File: src/rtl/ddac_map.svh
`ifndef DDAC_MAP_SVH
`define DDAC_MAP_SVH

// Input word width and the position of its most significant bit.
`define DDAC_WORD_W      10
`define DDAC_MSB         9
// Largest code; the complementary output carries this minus the code.
`define DDAC_FULL_CODE   10'h3FF
// Weight of one step of the primary output, as a divisor of full scale.
`define DDAC_CODE_STEPS  1024
// Reset value of every data latch and pipeline stage.
`define DDAC_WORD_RST    10'h000
// Converter-clock edges from the input latch to the outputs.
`define DDAC_LATENCY     4
// Segmentation: upper bits drive unary segments, lower bits binary ones.
`define DDAC_SEG_BITS    4
`define DDAC_THERM_W     15
`define DDAC_BIN_W       6
// Highest converter update rate in MSPS that the source may run.
`define DDAC_MAX_MSPS    275
// Least trail of a clock edge after its write edge, in ns.
`define DDAC_CLK_TRAIL_NS 2

`endif

File: src/rtl/ddac_pkg.sv
`include "ddac_map.svh"
`default_nettype none

package ddac_pkg;

	// One converter input word, offset binary, bit 9 most significant.
	typedef logic [`DDAC_WORD_W-1:0] ddac_word_t;

	// Bus mode as set by the static mode pin.
	typedef enum logic
	{
		DDAC_MODE_IL   = 1'b0,
		DDAC_MODE_DUAL = 1'b1
	} ddac_mode_t;

	// Interleave pairing state; Gray coded along hold, A, B.
	typedef enum logic [1:0]
	{
		DDAC_SEL_HOLD = 2'b00,
		DDAC_SEL_A    = 2'b01,
		DDAC_SEL_B    = 2'b11
	} ddac_sel_t;

	// Switch drive and output currents of one converter channel.
	typedef struct packed
	{
		logic [`DDAC_THERM_W-1:0] therm_switch;
		logic [`DDAC_BIN_W-1:0]   bin_switch;
		ddac_word_t               primary_current_out;
		ddac_word_t               complement_current_out;
	} ddac_drive_t;

endpackage

`default_nettype wire

File: src/rtl/ddac_edge.sv
`include "ddac_map.svh"
`default_nettype none

module ddac_edge
(
	// Clock and reset.
	input  wire logic clk_sys,
	input  wire logic srst,
	// Sampled strobe and its edge pulses.
	input  wire logic level_in,
	output logic      rise,
	output logic      fall
);

	logic prev_r;

	// Previous level of the strobe, low after reset.
	always_ff @(posedge clk_sys)
	begin
		if (srst)
			prev_r <= 1'b0;
		else
			prev_r <= level_in;
	end

	// One-cycle pulses on each transition.
	assign rise = level_in & ~prev_r;
	assign fall = ~level_in & prev_r;

endmodule

`default_nettype wire

File: src/rtl/ddac_chan.sv
`include "ddac_map.svh"
`default_nettype none

module ddac_chan
(
	// Clock and reset.
	input  wire logic                 clk_sys,
	input  wire logic                 srst,
	// Converter latch update and the word it takes.
	input  wire logic                 upd_en,
	input  wire ddac_pkg::ddac_word_t code_in,
	// Decoded switch drive and output currents.
	output ddac_pkg::ddac_drive_t     drive
);

	localparam int STAGES = `DDAC_LATENCY - 1;

	ddac_pkg::ddac_word_t     stage_r [0:STAGES-1];
	ddac_pkg::ddac_drive_t    drive_r;
	ddac_pkg::ddac_word_t     last_word;
	logic [`DDAC_SEG_BITS-1:0] seg_code;
	logic [`DDAC_THERM_W-1:0] therm_nxt;
	ddac_pkg::ddac_drive_t    drive_nxt;

	// Converter latch and delay stages, all advanced by the update clock.
	// fixed latency stages
	always_ff @(posedge clk_sys)
	begin
		if (srst)
		begin
			for (int i = 0; i < STAGES; i++)
				stage_r[i] <= `DDAC_WORD_RST;
		end
		else if (upd_en)
		begin
			stage_r[0] <= code_in;
			for (int i = 1; i < STAGES; i++)
				stage_r[i] <= stage_r[i-1];
		end
	end

	assign last_word = stage_r[STAGES-1];
	assign seg_code  = last_word[`DDAC_MSB -: `DDAC_SEG_BITS];

	// unary segment decode
	genvar g;
	generate
		for (g = 0; g < `DDAC_THERM_W; g++)
		begin : g_therm
			assign therm_nxt[g] = seg_code > `DDAC_SEG_BITS'(g);
		end
	endgenerate

	// complementary current split
	assign drive_nxt.therm_switch           = therm_nxt;
	assign drive_nxt.bin_switch             = last_word[`DDAC_BIN_W-1:0];
	assign drive_nxt.primary_current_out    = last_word;
	assign drive_nxt.complement_current_out = `DDAC_FULL_CODE - last_word;

	// Output stage; reset steers all current to the complementary node.
	always_ff @(posedge clk_sys)
	begin
		if (srst)
		begin
			drive_r.therm_switch           <= '0;
			drive_r.bin_switch             <= '0;
			drive_r.primary_current_out    <= `DDAC_WORD_RST;
			drive_r.complement_current_out <= `DDAC_FULL_CODE;
		end
		else if (upd_en)
			drive_r <= drive_nxt;
	end

	assign drive = drive_r;

endmodule

`default_nettype wire

File: src/rtl/ddac_top.sv
// Behaviour
// Words are unsigned offset binary, bit 9 MSB.
// Mode pin low interleaved, high dual bus.
// Update rate up to 275 MSPS accepted.
// Dual bus: channels fully independent.
// Write rise loads input latch; clock loads converter.
// Source keeps write and clock periods equal.
// Source raises clock first or 2 ns later.
// Interleaved: A bus only, shared strobes.
// Select high routes to A, low to B.
// Unselected input latch recirculates its value.
// Interleaved words arrive at twice update rate.
// Capture on write rise, present on fall.
// Shared clock divided by two for converters.
// Pairing reset holds divided clock low.
// Gain select high: both use resistor A.
// Decode word into segmented current switches.
// Four clock cycles latency, both modes.
// Outputs split code over 1024, complement 1023.
// Select toggles per write, starts at A.
`include "ddac_map.svh"
`default_nettype none

module ddac_top
(
	// Clock and reset.
	input  wire logic                  clk_sys,
	input  wire logic                  srst,
	// Static configuration pins.
	input  wire logic                  bus_mode_sel,
	input  wire logic                  gain_set_select,
	// Channel A port; in interleaved mode the shared bus and strobes.
	input  wire ddac_pkg::ddac_word_t  port_a_word,
	input  wire logic                  write_strobe_a,
	input  wire logic                  conv_clock_a,
	// Channel B port; unused in interleaved mode.
	input  wire ddac_pkg::ddac_word_t  port_b_word,
	input  wire logic                  write_strobe_b,
	input  wire logic                  conv_clock_b,
	// Converter drive of both channels.
	output ddac_pkg::ddac_drive_t      chan_a_drive,
	output ddac_pkg::ddac_drive_t      chan_b_drive,
	// Bias resistor feeding each channel: 0 selects A, 1 selects B.
	output logic                       chan_a_bias_src,
	output logic                       chan_b_bias_src,
	// Interleave timing state.
	output logic                       divided_conv_clock,
	output logic                       channel_select,
	output logic                       pairing_reset
);

	////////////////////////////////////////////////////////////////////////
	// Strobe edge detection.

	logic wr_a_rise;
	logic wr_a_fall;
	logic wr_b_rise;
	logic clk_a_rise;
	logic clk_b_rise;

	// The strobes are synchronous samples; edges come from a stored level.
	ddac_edge u_wr_a
	(
		.clk_sys  (clk_sys),
		.srst     (srst),
		.level_in (write_strobe_a),
		.rise     (wr_a_rise),
		.fall     (wr_a_fall)
	);

	ddac_edge u_wr_b
	(
		.clk_sys  (clk_sys),
		.srst     (srst),
		.level_in (write_strobe_b),
		.rise     (wr_b_rise),
		.fall     ()
	);

	ddac_edge u_clk_a
	(
		.clk_sys  (clk_sys),
		.srst     (srst),
		.level_in (conv_clock_a),
		.rise     (clk_a_rise),
		.fall     ()
	);

	ddac_edge u_clk_b
	(
		.clk_sys  (clk_sys),
		.srst     (srst),
		.level_in (conv_clock_b),
		.rise     (clk_b_rise),
		.fall     ()
	);

	////////////////////////////////////////////////////////////////////////
	// Mode decode.

	ddac_pkg::ddac_mode_t mode;
	logic                 mode_dual;
	logic                 mode_il;

	// mode pin decode
	assign mode      = ddac_pkg::ddac_mode_t'(bus_mode_sel);
	assign mode_dual = mode == ddac_pkg::DDAC_MODE_DUAL;
	assign mode_il   = mode == ddac_pkg::DDAC_MODE_IL;

	////////////////////////////////////////////////////////////////////////
	// Pairing reset and channel select.

	logic                pair_rst_r;
	logic                pair_rst_nxt;
	ddac_pkg::ddac_sel_t sel_r;
	ddac_pkg::ddac_sel_t sel_nxt;
	logic                sel_is_a;

	// pairing reset source
	assign pair_rst_nxt = mode_dual;

	always_ff @(posedge clk_sys)
	begin
		if (srst)
			pair_rst_r <= 1'b1;
		else
			pair_rst_r <= pair_rst_nxt;
	end

	// select toggles per write
	always_comb
	begin
		sel_nxt = sel_r;
		case (sel_r)
			ddac_pkg::DDAC_SEL_HOLD:
				sel_nxt = ddac_pkg::DDAC_SEL_A;
			ddac_pkg::DDAC_SEL_A:
				if (wr_a_rise)
					sel_nxt = ddac_pkg::DDAC_SEL_B;
			ddac_pkg::DDAC_SEL_B:
				if (wr_a_rise)
					sel_nxt = ddac_pkg::DDAC_SEL_A;
			default:
				sel_nxt = ddac_pkg::DDAC_SEL_HOLD;
		endcase
	end

	// Pairing reset parks the select until it is released.
	always_ff @(posedge clk_sys)
	begin
		if (srst || pair_rst_r)
			sel_r <= ddac_pkg::DDAC_SEL_HOLD;
		else
			sel_r <= sel_nxt;
	end

	assign sel_is_a = sel_r == ddac_pkg::DDAC_SEL_A;

	////////////////////////////////////////////////////////////////////////
	// Input latches.

	ddac_pkg::ddac_word_t in_a_r;
	ddac_pkg::ddac_word_t in_b_r;
	ddac_pkg::ddac_word_t in_a_nxt;
	ddac_pkg::ddac_word_t in_b_nxt;
	logic                 ld_a_il;
	logic                 ld_b_il;
	logic                 ld_a;
	logic                 ld_b;

	// shared A strobe routing
	// select steers the word
	assign ld_a_il = mode_il & wr_a_rise & sel_is_a;
	assign ld_b_il = mode_il & wr_a_rise & ~sel_is_a & ~pair_rst_r;

	// independent channel strobes
	// write rise loads
	assign ld_a = ld_a_il | (mode_dual & wr_a_rise);
	assign ld_b = ld_b_il | (mode_dual & wr_b_rise);

	// MSB kept at bit 9
	// unselected latch recirculates
	assign in_a_nxt = ld_a ? port_a_word : in_a_r;
	assign in_b_nxt = ld_b ? (mode_il ? port_a_word : port_b_word) : in_b_r;

	always_ff @(posedge clk_sys)
	begin
		if (srst)
		begin
			in_a_r <= `DDAC_WORD_RST;
			in_b_r <= `DDAC_WORD_RST;
		end
		else
		begin
			in_a_r <= in_a_nxt;
			in_b_r <= in_b_nxt;
		end
	end

	////////////////////////////////////////////////////////////////////////
	// Word pair presentation.

	ddac_pkg::ddac_word_t pres_a_r;
	ddac_pkg::ddac_word_t pres_b_r;
	ddac_pkg::ddac_word_t conv_a_word;
	ddac_pkg::ddac_word_t conv_b_word;

	// present on write fall
	always_ff @(posedge clk_sys)
	begin
		if (srst)
		begin
			pres_a_r <= `DDAC_WORD_RST;
			pres_b_r <= `DDAC_WORD_RST;
		end
		else if (mode_il && wr_a_fall)
		begin
			pres_a_r <= in_a_r;
			pres_b_r <= in_b_r;
		end
	end

	// Dual mode feeds the converter latch straight from the input latch.
	assign conv_a_word = mode_il ? pres_a_r : in_a_r;
	assign conv_b_word = mode_il ? pres_b_r : in_b_r;

	////////////////////////////////////////////////////////////////////////
	// Divided converter clock.

	logic div_clk_r;
	logic div_clk_nxt;
	logic div_rise;

	// divide shared clock
	// two words per update
	assign div_clk_nxt = clk_a_rise ? ~div_clk_r : div_clk_r;
	assign div_rise    = mode_il & ~pair_rst_r & clk_a_rise & ~div_clk_r;

	// divided clock held low
	always_ff @(posedge clk_sys)
	begin
		if (srst || pair_rst_r || pair_rst_nxt)
			div_clk_r <= 1'b0;
		else
			div_clk_r <= div_clk_nxt;
	end

	////////////////////////////////////////////////////////////////////////
	// Converter channels.

	logic upd_a;
	logic upd_b;

	// clock rise updates
	// rate bound by sampling
	assign upd_a = mode_il ? div_rise : clk_a_rise;
	assign upd_b = mode_il ? div_rise : clk_b_rise;

	// latency through channel
	ddac_chan u_chan_a
	(
		.clk_sys (clk_sys),
		.srst    (srst),
		.upd_en  (upd_a),
		.code_in (conv_a_word),
		.drive   (chan_a_drive)
	);

	ddac_chan u_chan_b
	(
		.clk_sys (clk_sys),
		.srst    (srst),
		.upd_en  (upd_b),
		.code_in (conv_b_word),
		.drive   (chan_b_drive)
	);

	////////////////////////////////////////////////////////////////////////
	// Gain set and status outputs.

	logic bias_b_r;
	logic sel_out_r;

	// shared bias resistor
	always_ff @(posedge clk_sys)
	begin
		if (srst)
			bias_b_r <= 1'b1;
		else
			bias_b_r <= ~gain_set_select;
	end

	// Registered view of the channel select.
	always_ff @(posedge clk_sys)
	begin
		if (srst)
			sel_out_r <= 1'b0;
		else
			sel_out_r <= sel_nxt == ddac_pkg::DDAC_SEL_A && !pair_rst_nxt;
	end

	// Channel A always uses its own resistor.
	assign chan_a_bias_src    = 1'b0;
	assign chan_b_bias_src    = bias_b_r;
	assign divided_conv_clock = div_clk_r;
	assign channel_select     = sel_out_r;
	assign pairing_reset      = pair_rst_r;

endmodule

`default_nettype wire

File: config.mk
export PLATFORM = sky130hd
export DESIGN_NAME = ddac_top
export DESIGN_NICKNAME = d
export VERILOG_FILES = /design/src/rtl/ddac_pkg.sv /design/src/rtl/ddac_edge.sv /design/src/rtl/ddac_chan.sv /design/src/rtl/ddac_top.sv
export VERILOG_INCLUDE_DIRS = /design/src /design/src/rtl
export SDC_FILE = /design/constraint.sdc
export NUM_CORES = 1
export LEC_CHECK = 0
export CAP_MARGIN = 20
export CELL_PAD_IN_SITES_DETAIL_PLACEMENT = 1
export CELL_PAD_IN_SITES_GLOBAL_PLACEMENT = 2
export CORE_MARGIN = 5
export CORE_UTILIZATION = 39
export CTS_CLUSTER_SIZE = 40
export DETAILED_ROUTE_END_ITERATION = 7
export DONT_BUFFER_PORTS = 1
export PLACE_DENSITY_LB_ADDON = 0.1
export SLEW_MARGIN = 10
export SYNTH_ARGS = -nofsm -noshare
export SYNTH_HDL_FRONTEND = slang
export SYNTH_SLANG_ARGS = --single-unit
File: constraint.sdc
create_clock -name clk_sys -period 2.85 [get_ports clk_sys]
set_input_delay 0.285 -clock clk_sys [delete_from_list [all_inputs] [get_ports clk_sys]]
set_output_delay 0.285 -clock clk_sys [all_outputs]
set_load 0.02 [all_outputs]
; ---- Word level (Yosys, flattened, before mapping)
; Memories as Yosys holds them, arrays and structs flattened.
; Index checks and enable logic that the tools add are counted.
[word_totals]
register_bits = 132
ram_bits = 60
out_inout_bits = 87
word_cells = 118
mem_count = 2
[op_classes]
n_addsub = 2
order_cmp = 30
n_eq_ne = 3
n_mux = 22
n_bitwise = 32
reduce_logical = 6
[memory_table]
columns = memory, depth, width, read_ports, rd_clocked_by_memory_dff, wr, line
row1 = u_chan_a.stage_r, 3, 10, 3, 0, 3, ddac_chan.sv:18  ; ddac_pkg::ddac_word_t stage_r [0:STAGES-1];
row2 = u_chan_b.stage_r, 3, 10, 3, 0, 3, ddac_chan.sv:18
[ops]
columns = op, n
row1 = $mux W10, 9
row2 = $gt A4 B4 Y1 const B, 14
row3 = $gt A4 B3 Y1 const B, 8
row4 = $sub A10 B10 Y10 const A, 2
row5 = $gt A4 B1 Y1 const B, 4
row6 = $gt A4 B2 Y1 const B, 4
row7 = $and A1 B1 Y1, 14
row8 = $mux W1, 10
row9 = $not A1 Y1, 10
row10 = $or A1 B1 Y1, 8
row11 = $pmux W2 S3, 1
row12 = $eq A2 B1 Y1 const B, 2
row13 = $mux W2, 2
row14 = $eq A2 B2 Y1 const B, 1
row15 = $logic_and A1 B1 Y1, 2
row16 = $logic_not A2 Y1, 1
row17 = $logic_or A1 B1 Y1, 2
row18 = $logic_not A1 Y1, 1

; ---- Depth between registers and ports, before layout
[depth]
depth_word = 9
depth_mapped = 7
ltp_nobuf = 4

; ---- Modules after synthesis
; Synthesis repeated with hierarchy kept, for this count alone.
[unflattened]
cells_unflattened = 671
hier_area_um2 = 7324.5
[modules_own_cells]
columns = module, n_inst, cells_each, area_per_inst_um2, seq_area_each_um2
row1 = ddac_chan, 2, 213, 2539.9, 1601.5
row2 = ddac_top, 1, 229, 2089.5, 920.9
row3 = ddac_edge, 4, 4, 38.8, 20.0

; ---- Worst setup path after synthesis
; Ideal clock, no wire load.
[synth_timing]
path_type = register to register
from = reg pair_rst_r (netlist: pairing_reset)
to = mem u_chan_b.stage_r[0][0] in the netlist's numbering, enable pin
arrival_ns = 2.084
required_ns = 2.463
slack_ns = 0.379
path_stages_with_launch = 5
path_buffers = 1
synth_period_minus_slack_ns = 2.471
cell_sequence = dfxtp_1 -> or4b_1 -> o22a_1 -> clkbuf_1 -> nand2_1
[synth_rtl]
columns = element, line
row1 = from (decl), ddac_top.sv:113  ; logic pair_rst_r;
row2 = from (signal assigned), ddac_top.sv:127  ; pair_rst_r <= pair_rst_nxt;
row3 = to (decl), ddac_chan.sv:18

==> results.ini <==
[place]
dp_cells=842
io_buffers=0
finalWeightedCongestion=0.7876
dp_hpwl_um=10190

[setup_path]
worst-endpoint-arrival_ns=2.30
r2r_setup_slack_ns=0.63
cp-startpoint=pairing_reset$_SDFF_PP1_
path_cells=or4b_1, o22a_1, nand2_1, buf_4
worst_r2r_endpoint=u_chan_b.stage_r[0][3]$_SDFFCE_PN0P_
timing.critical_path.to=u_chan_b.stage_r[0][3]$_SDFFCE_PN0P_
worst-r2r-cell-count=4
path_delay_family=simple AND/OR/NAND/NOR gates
cp_slowest_stage_delay_ns=0.57
critPathMaxFanout=30
crit_path_top_delay_cell=sky130_fd_sc_hd__or4b_1
critical_path_required_ns=2.93
cp_num_buf_inv=1
critPathKind=reg2reg
rr_startpoint=pairing_reset$_SDFF_PP1_
cp_num_cells=4
critical_path.endpoint_type=register
critPathLaunchType=register

[die]
boundaryPins=115
floorplan.die.width_um=142.3
die_area_mm2=0.02026
design.core.area_mm2=0.01724
starting_utilization_of_the_core_area_pct=39.63
fp.dieH_um=142.3
fp-row-count=48

[global_routing]
grt-ovfl-total=0
grt_pass1_vias=4755
gr-usage-all-layers_pct=15.54
antenna_found_initial=0
first_pass_grt_wire_length_um=25130
largest_net_degree_at_the_start_of_global_routing=96

[drt]
viasPerCell=5.183
detail_route.wirelength_um=15410
vias=4597
dr.first_iter.drc_count=233
pre_antenna_drt_iters=6
ant_nets=0
post_drt_wl_per_cell_um=17.38
drt_drc_violations_left=0

[synth]
postSynthCellCount=668
ys_seq_elements=180
yosys.cell_types.count=40
synth-seq-area-share_pct=61.55
post_synth.cell_area_avg_um2=10.23
synth_warnings=0
synth.net_count=696
syn-cell-area_mm2=0.006830

[clock_tree]
worst_setup_hold_path_clk_slew_ns=0.06
tritoncts=done
post_cts_resized=0
cts.root.buffer_cell=sky130_fd_sc_hd__clkbuf_16
postCtsHoldBufs=13
cts.path.max_buffers=2
clk_latency_ns=0.42
cts.sink_count=180
cts_setup_buffers=0
cts_inserted_buffers=17
cts_htree_levels=4

[run_status]
run_status=finished, final reports clean

[timing]
rsz0062_at_grt=no
slew_headroom_pct=62.51
clock_skew_ns=0.009513
pin_slew_with_the_least_headroom_to_its_limit_ns=0.5624
finalSetupTns_ns=0
setup_violation_total_in_the_final_timing_report=0
slew_violations=0
hold_violations=0
fin_crit_sh_pct=77.94
max_freq_mhz=450.2
finalCriticalPeriod_ns=2.221

[final_layout]
post_route_cells_drive_above_1_share_pct=8.308
fin_nets=677
stdcell_count=887
synthToLayoutAreaGrowth_pct=12.95
antenna_cells=0

[worst_hold_path]
hold_path.class=in2reg
holdPathStages=1

[power_and_ir_drop]
pwr_cell_area_mw_per_mm2=742.0
cellLeakagePower_nw=2.946
power.ir.vdd_worst_mv=0.3928

[flow_run]
cap_violations=0

worst min-delay path by stage:
stage,from,to,slack (ns)
floorplan,gain_set_select,chan_b_bias_src$_SDFF_PP1_,0.35
global placement,gain_set_select,chan_b_bias_src$_SDFF_PP1_,0.36
detailed placement,gain_set_select,chan_b_bias_src$_SDFF_PP1_,0.36
CTS,port_a_word[4],in_a_r[4]$_SDFFE_PP0P_,0.0003
global route,srst,pairing_reset$_SDFF_PP1_,0.003
finish,conv_clock_a,u_clk_a.prev_r$_SDFF_PP0_,0.01
cells in the mapped netlist, drive strengths merged:
cell type / number / area share (%)
a211oi: 15 / 1.6
a21oi: 54 / 4.0
a311oi: 7 / 0.90
a31oi: 5 / 0.46
and2: 1 / 0.092
and3: 40 / 3.7
buf: 27 / 2.5
clkbuf: 40 / 2.2
conb: 1 / 0.055
dfxtp: 120 / 35
edfxtp: 60 / 26
inv: 3 / 0.16
mux2i: 40 / 5.9
nand2: 114 / 6.3
nand2b: 1 / 0.092
nand3: 12 / 0.88
nand3b: 1 / 0.11
nand4: 3 / 0.27
nor2: 60 / 3.3
nor2b: 8 / 0.73
nor3: 13 / 0.95
nor3b: 1 / 0.11
nor4: 4 / 0.37
o211ai: 8 / 0.88
o21ai: 14 / 1.0
o21bai: 1 / 0.11
o22a: 1 / 0.13
o22ai: 1 / 0.18
o311ai: 2 / 0.26
o41ai: 1 / 0.13
or2: 1 / 0.092
or3: 3 / 0.27
or3b: 1 / 0.13
or4b: 2 / 0.29
xnor2: 3 / 0.38
power breakdown:
group	leakage (nW)	internal, mW	switching, mW
clock network	0.317	1.50	0.976
registers	1.62	2.78	0.156
logic	1.01	0.120	0.196
total	2.95	4.40	1.33
final cells by class:
class | count | area (µm²)
clock inverter | 9 | 110.1
tap | 225 | 281.5
sequential | 180 | 4204
fill | 1832 | 9522
clock buffer | 23 | 530.5
timing repair buffer | 29 | 267.8
multi-input combinational | 418 | 2310
inverter | 3 | 11.26
per-layer routing:
layer | routed length [µm] | GRT usage, % | up-vias
li1 | - | - | 2283
met1 | 7018 | 20.03 | 2208
met2 | 7165 | 25.04 | 89
met3 | 992 | 4.603 | 17
met4 | 238 | 5.403 | 0
met5 | 0 | 0 | -
cells by family (layout without fill, tap and decap cells):
family / after synthesis / count (layout) / share of synthesized area [%]
buffers and inverters: 70 / 64 / 4.818
flip-flops: 180 / 180 / 61.55
AND/OR/NAND/NOR: 265 / 265 / 17.66
multiplexers: 40 / 40 / 5.862
AO/OA/AOI/OAI: 109 / 109 / 9.672
other: 1 / 1 / 0.05490
XOR/XNOR: 3 / 3 / 0.3848
placed cells by master, fill, tap and decap left out, drive strengths merged, types with 4 or more instances in the layout:
| master | count |
|---|---|
| and3 | 40 |
| nand2 | 114 |
| a311oi | 7 |
| nor3 | 13 |
| mux2i | 40 |
| buf | 17 |
| dfxtp | 120 |
| edfxtp | 60 |
| a211oi | 15 |
| clkbuf | 23 |
| nor2 | 60 |
| clkinv | 4 |
| nor2b | 8 |
| inv | 5 |
| o211ai | 8 |
| nand3 | 12 |
| dlygate4sd3 | 12 |
| a21oi | 54 |
| nor4 | 4 |
| a31oi | 5 |
| o21ai | 14 |
flip-flops by register name (all words and copies together) (netlist names), 2 cells and up:
register          count
u_chan_b.drive       35
in_b_r               10
u_chan_a.drive       35
in_a_r               10
u_chan_a.stage_r     30
sel_r                 2
u_chan_b.stage_r     30
pres_b_r             10
pres_a_r             10
stage by stage:
stage	cell area, µm²	total power, mW	hold slack (ns)	utilization, %	setup slack, ns
detailed placement	6927	3.277	0.3599	40.19	0.6137
CTS	7715	5.800	0.0002615	44.76	0.6202
global route	7715	5.957	0.003058	44.76	0.4847
finish	7715	5.724	0.01153	44.76	0.6287
global placement	6927	3.262	0.3555	40.19	0.6883
floorplan	6830	3.215	0.3550	-	0.3790
Power figures use the tool's default switching activity.
